### src/common/asrcs_pkg.sv
// Behaviour
// - Reset release or any input/output rate change puts the servo into fast settling.
// - Adequate fast settling moves the servo to slow mode, settling toward 5 ps.
// - Servo measures input-to-output sample offset finely and picks the filter phase.
// - Servo rejects sample and master clock jitter, rejection starting below 1 Hz.
// - Settle mute request output is high throughout fast settling.
// - Soft mute ramps audio gradually to silence, and release ramps back to full.
// - Bypass forwards serial input straight to serial output, no conversion or dither.
// - Resampler acts as a 2^20 interpolator, each output taking the nearest point.
// - Interpolated input is low-pass filtered to suppress images before output resampling.
package asrcs_pkg;
   localparam int INTERP_LOG2 = 20;
   localparam int PH_W = INTERP_LOG2;
   localparam int CNT_W = 16;
   localparam int SMP_W = 24;
   localparam int GAIN_W = 9;
   localparam int GAIN_SHIFT = 8;
   // A long slow-mode shift puts the loop corner well below the audio band.
   localparam int FAST_SHIFT = 2;
   localparam int SLOW_SHIFT = 10;
   // The rate term integrates more gently than the phase term so the loop stays damped.
   localparam int RATE_SHIFT = 4;
   localparam logic [PH_W-1:0] FAST_EXIT_LSB = 20'h0_4000;
   // One phase step is about 5 ps at the highest input rate.
   localparam logic [PH_W-1:0] LOCK_TOL_LSB = 20'h0_0001;
   localparam logic [3:0] FAST_GOOD_CNT = 4'h8;
   localparam logic [CNT_W-1:0] RATE_TOL = 16'h0004;
   localparam logic [GAIN_W-1:0] GAIN_FULL = 9'h100;
   localparam logic [GAIN_W-1:0] GAIN_STEP = 9'h001;
   localparam logic [GAIN_W-1:0] GAIN_RST = 9'h000;
   localparam logic [1:0] HTRANS_NONSEQ = 2'h2;
   localparam logic [7:0] REG_CTRL = 8'h00;
   localparam logic [7:0] REG_STATUS = 8'h04;
   localparam logic [7:0] REG_IRQ_STAT = 8'h08;
   localparam logic [7:0] REG_IRQ_MASK = 8'h0C;
   localparam logic [7:0] REG_PERIOD = 8'h10;
   localparam logic [7:0] REG_PHASE = 8'h14;
   localparam int CTRL_RESETTLE = 0;
   localparam int CTRL_SWMUTE = 1;
   localparam int ST_MODE = 0;
   localparam int ST_LOCK = 1;
   localparam int ST_MUTE = 2;
   localparam int ST_BYP = 3;
   localparam int ST_GAIN = 8;
   localparam int IRQ_W = 4;
   localparam logic [IRQ_W-1:0] IRQ_MASK_RST = 4'h0;
   localparam logic CTRL_SWMUTE_RST = 1'b0;
   typedef enum logic [0:0] {SV_FAST = 1'b0, SV_SLOW = 1'b1} asrcs_mode_t;
   typedef struct packed {
      asrcs_mode_t mode;
      logic locked;
      logic [PH_W-1:0] phase;
   } asrcs_servo_st_t;
   // Bit order matches the interrupt status register.
   typedef struct packed {
      logic rate_chg;
      logic lock_rise;
      logic enter_slow;
      logic enter_fast;
   } asrcs_servo_ev_t;
endpackage

### src/logic/asrcs_top.sv
// Implementation choices: the AHB-Lite register port and the address map.
`timescale 1ns/1ns
module asrcs_top (
   input wire logic CLK_SYS_I,
   input wire logic SYS_RST_I,
   input wire logic HSEL_I,
   input wire logic [31:0] HADDR_I,
   input wire logic [1:0] HTRANS_I,
   input wire logic HWRITE_I,
   input wire logic [2:0] HSIZE_I,
   input wire logic [31:0] HWDATA_I,
   input wire logic HREADY_I,
   output logic [31:0] HRDATA_O,
   output logic HREADYOUT_O,
   output logic HRESP_O,
   input wire logic FS_IN_CLK_I,
   input wire logic FS_OUT_CLK_I,
   input wire logic SCLK_OUT_I,
   input wire logic SDATA_I,
   input wire logic [23:0] SAMPLE_I,
   input wire logic MUTE_I,
   input wire logic BYPASS_I,
   output logic MUTE_O,
   output logic SDATA_O,
   output logic [23:0] SAMPLE_O,
   output logic SAMPLE_VALID_O,
   output logic IRQ_O
);
   localparam int SW = asrcs_pkg::SMP_W;
   localparam int PW = asrcs_pkg::PH_W;
   localparam int GW = asrcs_pkg::GAIN_W;
   localparam int IW = asrcs_pkg::IRQ_W;

   // Pin synchronisers. The sample word is held stable across its frame,
   // so a plain two-flop stage per bit is safe once the frame edge is seen.
   logic [5:0] pin_s;
   logic [SW-1:0] smp_s;

   asrcs_sync #(
      .W(6)
   ) u_sync_pins (
      .clk_i(CLK_SYS_I),
      .rst_i(SYS_RST_I),
      .d_i({BYPASS_I, MUTE_I, SDATA_I, SCLK_OUT_I, FS_OUT_CLK_I, FS_IN_CLK_I}),
      .q_o(pin_s)
   );

   asrcs_sync #(
      .W(SW)
   ) u_sync_smp (
      .clk_i(CLK_SYS_I),
      .rst_i(SYS_RST_I),
      .d_i(SAMPLE_I),
      .q_o(smp_s)
   );

   wire logic fs_in_s = pin_s[0];
   wire logic fs_out_s = pin_s[1];
   wire logic sclk_s = pin_s[2];
   wire logic sdata_s = pin_s[3];
   wire logic mute_s = pin_s[4];
   wire logic bypass_s = pin_s[5];

   logic fs_in_q, fs_out_q, sclk_q;
   wire logic in_edge = fs_in_s && !fs_in_q;
   wire logic out_edge = fs_out_s && !fs_out_q;
   wire logic sclk_fall = !sclk_s && sclk_q;

   always_ff @(posedge CLK_SYS_I or posedge SYS_RST_I) begin
      if (SYS_RST_I) begin
         fs_in_q <= 1'b0;
         fs_out_q <= 1'b0;
         sclk_q <= 1'b0;
      end else begin
         fs_in_q <= fs_in_s;
         fs_out_q <= fs_out_s;
         sclk_q <= sclk_s;
      end
   end

   // Register slave. Zero wait states, always OKAY.
   logic wr_pend_q;
   logic [7:0] waddr_q;
   logic [31:0] hrdata_q;
   logic swmute_q;
   logic [IW-1:0] irq_stat_q, irq_mask_q;
   logic [GW-1:0] gain_q;

   asrcs_pkg::asrcs_servo_st_t sv_st;
   asrcs_pkg::asrcs_servo_ev_t sv_ev;
   logic [asrcs_pkg::CNT_W-1:0] per_in, per_out;

   function automatic logic wr_hit(input logic pend, input logic [7:0] a, input logic [7:0] off);
      wr_hit = pend && a == off;
   endfunction

   wire logic ahb_take = HSEL_I && HREADY_I && HTRANS_I == asrcs_pkg::HTRANS_NONSEQ;
   wire logic addr_ok = HADDR_I[31:8] == 24'h00_0000;
   wire logic wr_ctrl = wr_hit(wr_pend_q, waddr_q, asrcs_pkg::REG_CTRL);
   wire logic wr_istat = wr_hit(wr_pend_q, waddr_q, asrcs_pkg::REG_IRQ_STAT);
   wire logic wr_imask = wr_hit(wr_pend_q, waddr_q, asrcs_pkg::REG_IRQ_MASK);
   wire logic resettle = wr_ctrl && HWDATA_I[asrcs_pkg::CTRL_RESETTLE];
   wire logic [IW-1:0] irq_clr = wr_istat ? HWDATA_I[IW-1:0] : '0;
   wire logic [IW-1:0] irq_set = sv_ev;
   wire logic [7:0] raddr = HADDR_I[7:0];

   wire logic [31:0] status_w = (32'(gain_q) << asrcs_pkg::ST_GAIN)
                              | (32'(bypass_s) << asrcs_pkg::ST_BYP)
                              | (32'(MUTE_O) << asrcs_pkg::ST_MUTE)
                              | (32'(sv_st.locked) << asrcs_pkg::ST_LOCK)
                              | (32'(sv_st.mode) << asrcs_pkg::ST_MODE);
   wire logic [31:0] ctrl_w = 32'(swmute_q) << asrcs_pkg::CTRL_SWMUTE;
   wire logic [31:0] rd_word =
      !addr_ok ? 32'h0000_0000 :
      raddr == asrcs_pkg::REG_CTRL ? ctrl_w :
      raddr == asrcs_pkg::REG_STATUS ? status_w :
      raddr == asrcs_pkg::REG_IRQ_STAT ? 32'(irq_stat_q) :
      raddr == asrcs_pkg::REG_IRQ_MASK ? 32'(irq_mask_q) :
      raddr == asrcs_pkg::REG_PERIOD ? {per_out, per_in} :
      raddr == asrcs_pkg::REG_PHASE ? 32'(sv_st.phase) : 32'h0000_0000;

   always_ff @(posedge CLK_SYS_I or posedge SYS_RST_I) begin
      if (SYS_RST_I) begin
         wr_pend_q <= 1'b0;
         waddr_q <= '0;
         hrdata_q <= '0;
      end else begin
         wr_pend_q <= ahb_take && HWRITE_I && addr_ok;
         if (ahb_take) waddr_q <= raddr;
         if (ahb_take && !HWRITE_I) hrdata_q <= rd_word;
      end
   end

   // Set wins over a same-cycle write-one-to-clear, so no event is lost.
   always_ff @(posedge CLK_SYS_I or posedge SYS_RST_I) begin
      if (SYS_RST_I) begin
         swmute_q <= asrcs_pkg::CTRL_SWMUTE_RST;
         irq_stat_q <= '0;
         irq_mask_q <= asrcs_pkg::IRQ_MASK_RST;
      end else begin
         if (wr_ctrl) swmute_q <= HWDATA_I[asrcs_pkg::CTRL_SWMUTE];
         irq_stat_q <= (irq_stat_q & ~irq_clr) | irq_set;
         if (wr_imask) irq_mask_q <= HWDATA_I[IW-1:0];
      end
   end

   assign HRDATA_O = hrdata_q;
   assign HREADYOUT_O = 1'b1;
   assign HRESP_O = 1'b0;
   assign IRQ_O = |(irq_stat_q & irq_mask_q);

   asrcs_servo u_servo (
      .clk_i(CLK_SYS_I),
      .rst_i(SYS_RST_I),
      .in_edge_i(in_edge),
      .out_edge_i(out_edge),
      .resettle_i(resettle),
      .st_o(sv_st),
      .ev_o(sv_ev),
      .per_in_o(per_in),
      .per_out_o(per_out)
   );

   assign MUTE_O = sv_st.mode == asrcs_pkg::SV_FAST;

   // Input history. The output lags one input frame so both neighbours
   // of the chosen phase point are always present.
   logic signed [SW-1:0] x0_q, x1_q, interp_q;
   logic v1_q;

   always_ff @(posedge CLK_SYS_I or posedge SYS_RST_I) begin
      if (SYS_RST_I) begin
         x0_q <= '0;
         x1_q <= '0;
      end else if (in_edge) begin
         x0_q <= x1_q;
         x1_q <= smp_s;
      end
   end

   // The phase picks one of 2^20 points between neighbours; the linear
   // kernel is the low-pass that removes the zero-stuffing images. A longer
   // polyphase kernel would cut images further at the cost of memory.
   wire logic signed [SW:0] diff = {x1_q[SW-1], x1_q} - {x0_q[SW-1], x0_q};
   wire logic signed [SW+PW+1:0] prod = diff * $signed({1'b0, sv_st.phase});
   wire logic [SW:0] sum = {x0_q[SW-1], x0_q} + prod[SW+PW:PW];
   wire logic signed [SW-1:0] interp = sum[SW-1:0];
   wire logic signed [SW-1:0] lo = (x0_q < x1_q) ? x0_q : x1_q;
   wire logic signed [SW-1:0] hi = (x0_q < x1_q) ? x1_q : x0_q;
   wire logic signed [SW+GW:0] gprod = interp_q * $signed({1'b0, gain_q});
   wire logic mute_eff = mute_s || swmute_q;

   always_ff @(posedge CLK_SYS_I or posedge SYS_RST_I) begin
      if (SYS_RST_I) begin
         interp_q <= '0;
         v1_q <= 1'b0;
      end else begin
         v1_q <= out_edge;
         if (out_edge) interp_q <= bypass_s ? x1_q : interp;
      end
   end

   // Gain moves one step per output frame, so mute and unmute are gradual.
   always_ff @(posedge CLK_SYS_I or posedge SYS_RST_I) begin
      if (SYS_RST_I) begin
         gain_q <= asrcs_pkg::GAIN_RST;
      end else if (out_edge) begin
         if (mute_eff && gain_q != '0) gain_q <= gain_q - asrcs_pkg::GAIN_STEP;
         else if (!mute_eff && gain_q != asrcs_pkg::GAIN_FULL) gain_q <= gain_q + asrcs_pkg::GAIN_STEP;
      end
   end

   always_ff @(posedge CLK_SYS_I or posedge SYS_RST_I) begin
      if (SYS_RST_I) begin
         SAMPLE_O <= '0;
         SAMPLE_VALID_O <= 1'b0;
      end else begin
         SAMPLE_VALID_O <= v1_q;
         if (v1_q) SAMPLE_O <= bypass_s ? interp_q : gprod[SW-1+asrcs_pkg::GAIN_SHIFT:asrcs_pkg::GAIN_SHIFT];
      end
   end

   // Serial output: the word is loaded at the output frame edge and shifted
   // out MSB first at falling bit-clock edges. It carries the previous frame.
   logic [SW-1:0] sr_q;

   always_ff @(posedge CLK_SYS_I or posedge SYS_RST_I) begin
      if (SYS_RST_I) begin
         sr_q <= '0;
         SDATA_O <= 1'b0;
      end else begin
         if (out_edge) sr_q <= SAMPLE_O;
         else if (sclk_fall) sr_q <= {sr_q[SW-2:0], 1'b0};
         SDATA_O <= bypass_s ? sdata_s : sr_q[SW-1];
      end
   end
endmodule // asrcs_top

### src/logic/asrcs_sync.sv
`timescale 1ns/1ns
module asrcs_sync #(
   parameter int W = 1
) (
   input wire logic clk_i,
   input wire logic rst_i,
   input wire logic [W-1:0] d_i,
   output logic [W-1:0] q_o
);
   logic [W-1:0] meta_q;
   always_ff @(posedge clk_i or posedge rst_i) begin
      if (rst_i) begin
         meta_q <= '0;
         q_o <= '0;
      end else begin
         meta_q <= d_i;
         q_o <= meta_q;
      end
   end
endmodule // asrcs_sync

### src/logic/asrcs_servo.sv
`timescale 1ns/1ns
module asrcs_servo (
   input wire logic clk_i,
   input wire logic rst_i,
   input wire logic in_edge_i,
   input wire logic out_edge_i,
   input wire logic resettle_i,
   output asrcs_pkg::asrcs_servo_st_t st_o,
   output asrcs_pkg::asrcs_servo_ev_t ev_o,
   output logic [asrcs_pkg::CNT_W-1:0] per_in_o,
   output logic [asrcs_pkg::CNT_W-1:0] per_out_o
);
   localparam int CW = asrcs_pkg::CNT_W;
   localparam int PW = asrcs_pkg::PH_W;
   logic [CW-1:0] cnt_in_q, cnt_out_q;
   logic [CW:0] rem_q;
   logic [PW-1:0] quo_q, est_q;
   // A rate term lets the loop follow a steady frame ratio other than one without a standing phase error.
   logic signed [PW-1:0] vel_q;
   logic [4:0] div_cnt_q;
   logic busy_q, done_q, locked_q;
   logic [3:0] good_q;
   asrcs_pkg::asrcs_mode_t mode_q;

   function automatic logic far(input logic [CW-1:0] a, input logic [CW-1:0] b);
      far = ((a > b) ? a - b : b - a) > asrcs_pkg::RATE_TOL;
   endfunction

   wire logic [CW-1:0] in_len = cnt_in_q + 16'h0001;
   wire logic [CW-1:0] out_len = cnt_out_q + 16'h0001;
   wire logic rate_chg = (in_edge_i && far(in_len, per_in_o)) || (out_edge_i && far(out_len, per_out_o));
   wire logic go_fast = rate_chg || resettle_i;
   wire logic start = out_edge_i && !busy_q && (per_in_o != '0);
   wire logic [CW:0] rem2 = {rem_q[CW-1:0], 1'b0};
   wire logic ge = rem2 >= {1'b0, per_in_o};
   wire logic signed [PW-1:0] err = $signed(quo_q - est_q);
   wire logic [PW-1:0] mag = err[PW-1] ? PW'(-err) : PW'(err);
   wire logic signed [PW-1:0] corr = (mode_q == asrcs_pkg::SV_FAST) ? err >>> asrcs_pkg::FAST_SHIFT
                                                                    : err >>> asrcs_pkg::SLOW_SHIFT;
   wire logic good = mag < asrcs_pkg::FAST_EXIT_LSB;
   wire logic go_slow = done_q && !go_fast && mode_q == asrcs_pkg::SV_FAST && good
                        && good_q == asrcs_pkg::FAST_GOOD_CNT - 4'h1;
   wire logic lock_nx = done_q && mode_q == asrcs_pkg::SV_SLOW && !go_fast && mag <= asrcs_pkg::LOCK_TOL_LSB;

   always_ff @(posedge clk_i or posedge rst_i) begin
      if (rst_i) begin
         cnt_in_q <= '0;
         cnt_out_q <= '0;
         per_in_o <= '0;
         per_out_o <= '0;
      end else begin
         cnt_in_q <= in_edge_i ? '0 : in_len;
         cnt_out_q <= out_edge_i ? '0 : out_len;
         if (in_edge_i) per_in_o <= in_len;
         if (out_edge_i) per_out_o <= out_len;
      end
   end

   // Offset since the last input frame divided by the input period gives the 2^20 phase.
   always_ff @(posedge clk_i or posedge rst_i) begin
      if (rst_i) begin
         rem_q <= '0;
         quo_q <= '0;
         div_cnt_q <= '0;
         busy_q <= 1'b0;
         done_q <= 1'b0;
      end else begin
         done_q <= busy_q && div_cnt_q == 5'(PW - 1);
         if (start) begin
            rem_q <= {1'b0, cnt_in_q};
            quo_q <= '0;
            div_cnt_q <= '0;
            busy_q <= 1'b1;
         end else if (busy_q) begin
            rem_q <= ge ? rem2 - {1'b0, per_in_o} : rem2;
            quo_q <= {quo_q[PW-2:0], ge};
            div_cnt_q <= div_cnt_q + 5'h01;
            busy_q <= div_cnt_q != 5'(PW - 1);
         end
      end
   end

   always_ff @(posedge clk_i or posedge rst_i) begin
      if (rst_i) begin
         mode_q <= asrcs_pkg::SV_FAST;
         est_q <= '0;
         vel_q <= '0;
         good_q <= '0;
         locked_q <= 1'b0;
      end else begin
         if (done_q) est_q <= est_q + PW'(vel_q) + PW'(corr);
         // Fast mode relearns the frame ratio from zero; slow mode only trims the phase.
         if (go_fast) vel_q <= '0;
         else if (done_q && mode_q == asrcs_pkg::SV_FAST) vel_q <= vel_q + (err >>> asrcs_pkg::RATE_SHIFT);
         if (go_fast) mode_q <= asrcs_pkg::SV_FAST;
         else if (go_slow) mode_q <= asrcs_pkg::SV_SLOW;
         if (go_fast) good_q <= '0;
         else if (done_q) good_q <= good ? good_q + 4'h1 : '0;
         if (go_fast) locked_q <= 1'b0;
         else if (done_q) locked_q <= lock_nx;
      end
   end

   assign st_o = '{mode: mode_q, locked: locked_q, phase: est_q};
   assign ev_o = '{rate_chg: rate_chg, lock_rise: lock_nx && !locked_q, enter_slow: go_slow,
                   enter_fast: go_fast && mode_q == asrcs_pkg::SV_SLOW};
endmodule // asrcs_servo

### config.mk
export PLATFORM = sky130hd
export DESIGN_NAME = asrcs_top
export DESIGN_NICKNAME = d
export VERILOG_FILES = /design/src/common/asrcs_pkg.sv /design/src/logic/asrcs_top.sv /design/src/logic/asrcs_sync.sv /design/src/logic/asrcs_servo.sv
export SDC_FILE = /design/constraint.sdc
export NUM_CORES = 2
export LEC_CHECK = 0
export BUFFER_PORTS_ARGS = -buffer_cell sky130_fd_sc_hd__clkbuf_2
export CORE_MARGIN = 4
export CORE_UTILIZATION = 41
export CTS_CLUSTER_DIAMETER = 150
export DETAILED_ROUTE_END_ITERATION = 16
export GPL_ROUTABILITY_DRIVEN = 0
export RECOVER_POWER = 25
export SYNTH_ARGS = -nofsm -noshare
export SYNTH_HDL_FRONTEND = slang
export SYNTH_HIERARCHICAL = 1
export SYNTH_SLANG_ARGS = --single-unit
### constraint.sdc
create_clock -name CLK_SYS_I -period 19.5 [get_ports CLK_SYS_I]
set_input_delay 0.975 -clock CLK_SYS_I [delete_from_list [all_inputs] [get_ports CLK_SYS_I]]
set_output_delay 0.975 -clock CLK_SYS_I [all_outputs]
set_load 0.03 [all_outputs]
==> impl_metrics.py <==
metrics = {
    "run_status": {
        "status": "finished with violations",
        "violations": "max-capacitance violations, max-slew violations",
    },
    "job": {
        "cap_viol_max_count": 3,
    },
    "finish": {
        "mostFrequentLayoutCells": "927 x inv_1, 694 x fa_1, 616 x nand2_1",
        "fill_cells": 12100,
        "layout_commonest_cell": "inv_1",
        "layout.nets": 6912,
        "drive_gt1_share_pct": 6.98,
        "area_growth_pct": 7.53,
    },
    "route": {
        "drt_wl_total_um": 134000,
        "drt-vias-per-instance": 5.28,
        "post_drt_wl_per_cell_um": 18.1,
        "drc": 0,
        "num_vias": 39100,
        "drt-initial-drc-count": 2289,
        "dr.pass1.iters": 5,
        "ant_nets": 0,
    },
    "synth": {
        "yosysTopAreaCell": "fa_1",
        "syn_avg_cell_area_sq_um": 8.92,
        "synth_top_area_share_pct": 26.9,
        "synth_ff_type": "dfrtp_1",
        "syn-cell-area_sq_um": 51600,
        "synth_edf_count": 0,
        "synth.distinct_cells": 98,
        "syn_nets": 6960,
        "yosysSeqAreaShare_pct": 19.3,
        "async_reset_ff_share_pct": 100,
        "ys_warn_count": 6,
        "synthTopCellsByArea": "fa_1 27%, dfrtp_1 19%, ha_1 9.1%",
        "synth-seq-cells": 398,
        "syn_inst": 5788,
    },
    "timing": {
        "period_share_pct": 64.4,
        "finalSetupViolations": 0,
        "slew_violations": 188,
        "rsz0062_at_grt": "false",
        "fin_crit_ns": 12.57,
        "tightest_slew_ns": 3.74,
        "relSlewSlack_pct": -151,
        "hold_viol": 0,
        "skew_ns": 0.0356,
        "timing.fmax_ghz": 0.0796,
        "setup_tns_ns": 0,
    },
    "worst_setup_path": {
        "worst_path_dominant_cell_family": "compound AO/OA/AOI/OAI gates",
        "critical_path_required_ns": 20.02,
        "end_kind": "flop",
        "cpPeakStageDelay_ns": 0.78,
        "critPathSlowestCell": "a2111oi_1",
        "start_kind": "flop",
        "arrival_ns": 13.09,
        "cpMostUsedCell": "fa_1",
        "cp_num_buf_inv": 5,
        "crit_fanout": 20,
        "crit_type": "flop to flop",
    },
    "cts": {
        "cts_tree": "yes",
        "cts_resized": 0,
        "postCtsSetupRepairBufs": 0,
        "clk_latency_ns": 0.63,
        "cts_buffer_depth": 3,
        "htreeDepth": 2,
        "cts_buffers": 48,
        "cts.sinks": 398,
        "cts_root_buffer": "clkbuf_16",
        "hold_buffers": 0,
        "clkSlewWorstSetupHoldPaths_ns": 0.06,
    },
    "global_routing": {
        "first_global_vias": 40000,
        "grt_max_degree": 87,
        "grt_overflow": 0,
        "grt_pass1_wl_um": 219000,
        "antenna_found_initial": 5,
        "grt_use_total_pct": 20.5,
    },
    "floorplanning": {
        "die-area_sq_um": 132000,
        "fp-row-count": 129,
        "coreArea_sq_um": 124000,
        "initial_core_util_pct": 41.5,
        "ios": 166,
        "die_w_um": 363,
        "die_y_um": 363,
    },
    "placed_design": {
        "dp_hpwl_um": 104000,
        "port_buffers": 132,
    },
    "min_path": {
        "worstHoldPathType": "flop to flop",
    },
}
-- registers in the layout, summed over array words and instances (netlist names), 24 cells and up --
name               count
HRDATA_O              32
SAMPLE_O              24
interp_q              24
sr_q                  24
u_sync_smp/meta_q     24
u_sync_smp/q_o        24
x0_q                  24
x1_q                  24
-- kinds of logic (layout without fill, tap and decap cells) --
logic type | count (synthesis) | in the layout | synth area share (%)
muxes | 144 | 144 | 2.94
DFF | 398 | 398 | 19.3
buffers and inverters | 1238 | 1226 | 9.15
adders and majority gates | 1068 | 1068 | 36.0
and+or+nand+nor | 1748 | 1748 | 17.0
other | 2 | 4 | 0.0146
AOI/OAI and AO/OA | 976 | 976 | 12.0
xor gates and xnor gates | 214 | 214 | 3.66
-- metrics by stage --
stage	std cells	setup WS [ns]	util, %	area [sq um]	hold slack (ns)
finish	7415	6.93	44.7	55500	0.346
global route	7414	6.10	44.7	55500	0.350
CTS	7413	6.85	44.7	55500	0.341
detailed placement	7327	6.87	43.2	53700	0.335
global placement	7327	6.91	43.2	53700	0.335
floorplan	5788	8.66	-	51600	0.331
-- path summary, 6_finish.rpt --
path,cells past startpoint,slack [ns],end,from
min,0,0.35,u_sync_pins/q_o[4],u_sync_pins/meta_q[4]
min in group asynchronous,2,0.58,u_sync_pins/meta_q[4],SYS_RST_I
max in group asynchronous,4,15.93,u_servo/est_q[17],SYS_RST_I
min reg2reg,0,0.35,u_sync_pins/q_o[4],u_sync_pins/meta_q[4]
max reg2reg,43,6.93,interp_q[23],x1_q[7]
max,43,6.93,interp_q[23],x1_q[7]
-- layout make-up --
cell class	instances	area [sq um]	share of cell area, %
clock buffer	67	1400	2.53
tap	1637	2050	3.69
inverter	931	3500	6.30
timing repair buffer	209	1220	2.20
multi-input combinational	4152	37000	66.6
antenna	2	5.00	0.00902
sequential	398	9970	18.0
clock inverter	19	367	0.661
-- synth_stat cells, types with 23 or more instances --
master    instances
inv_1           930
fa_1            694
nand2_1         616
dfrtp_1         398
ha_1            374
and2_1          371
nor2_1          284
a21oi_1         277
o21ai_0         263
clkbuf_1        261
xnor2_1         137
a21o_1           91
mux2i_1          84
xor2_1           76
nor2b_1          70
nor3_1           67
nand3_1          61
mux2_2           58
o21a_1           50
nand4_1          40
nor3b_1          37
nand2b_1         34
a31oi_1          33
nor4_1           33
o211ai_1         32
and3_1           29
a211oi_1         23
-- layer usage --
metal,track usage [%],vias up,wire length [um]
li1,-,18500,-
met1,29.2,19700,63000
met2,33.8,810,62000
met3,2.60,157,6370
met4,4.26,0,2850
met5,0,-,0
Power is left out: the tool's default activity adds up to more than one toggle a clock period on the data nets, which glitch-free logic cannot reach.
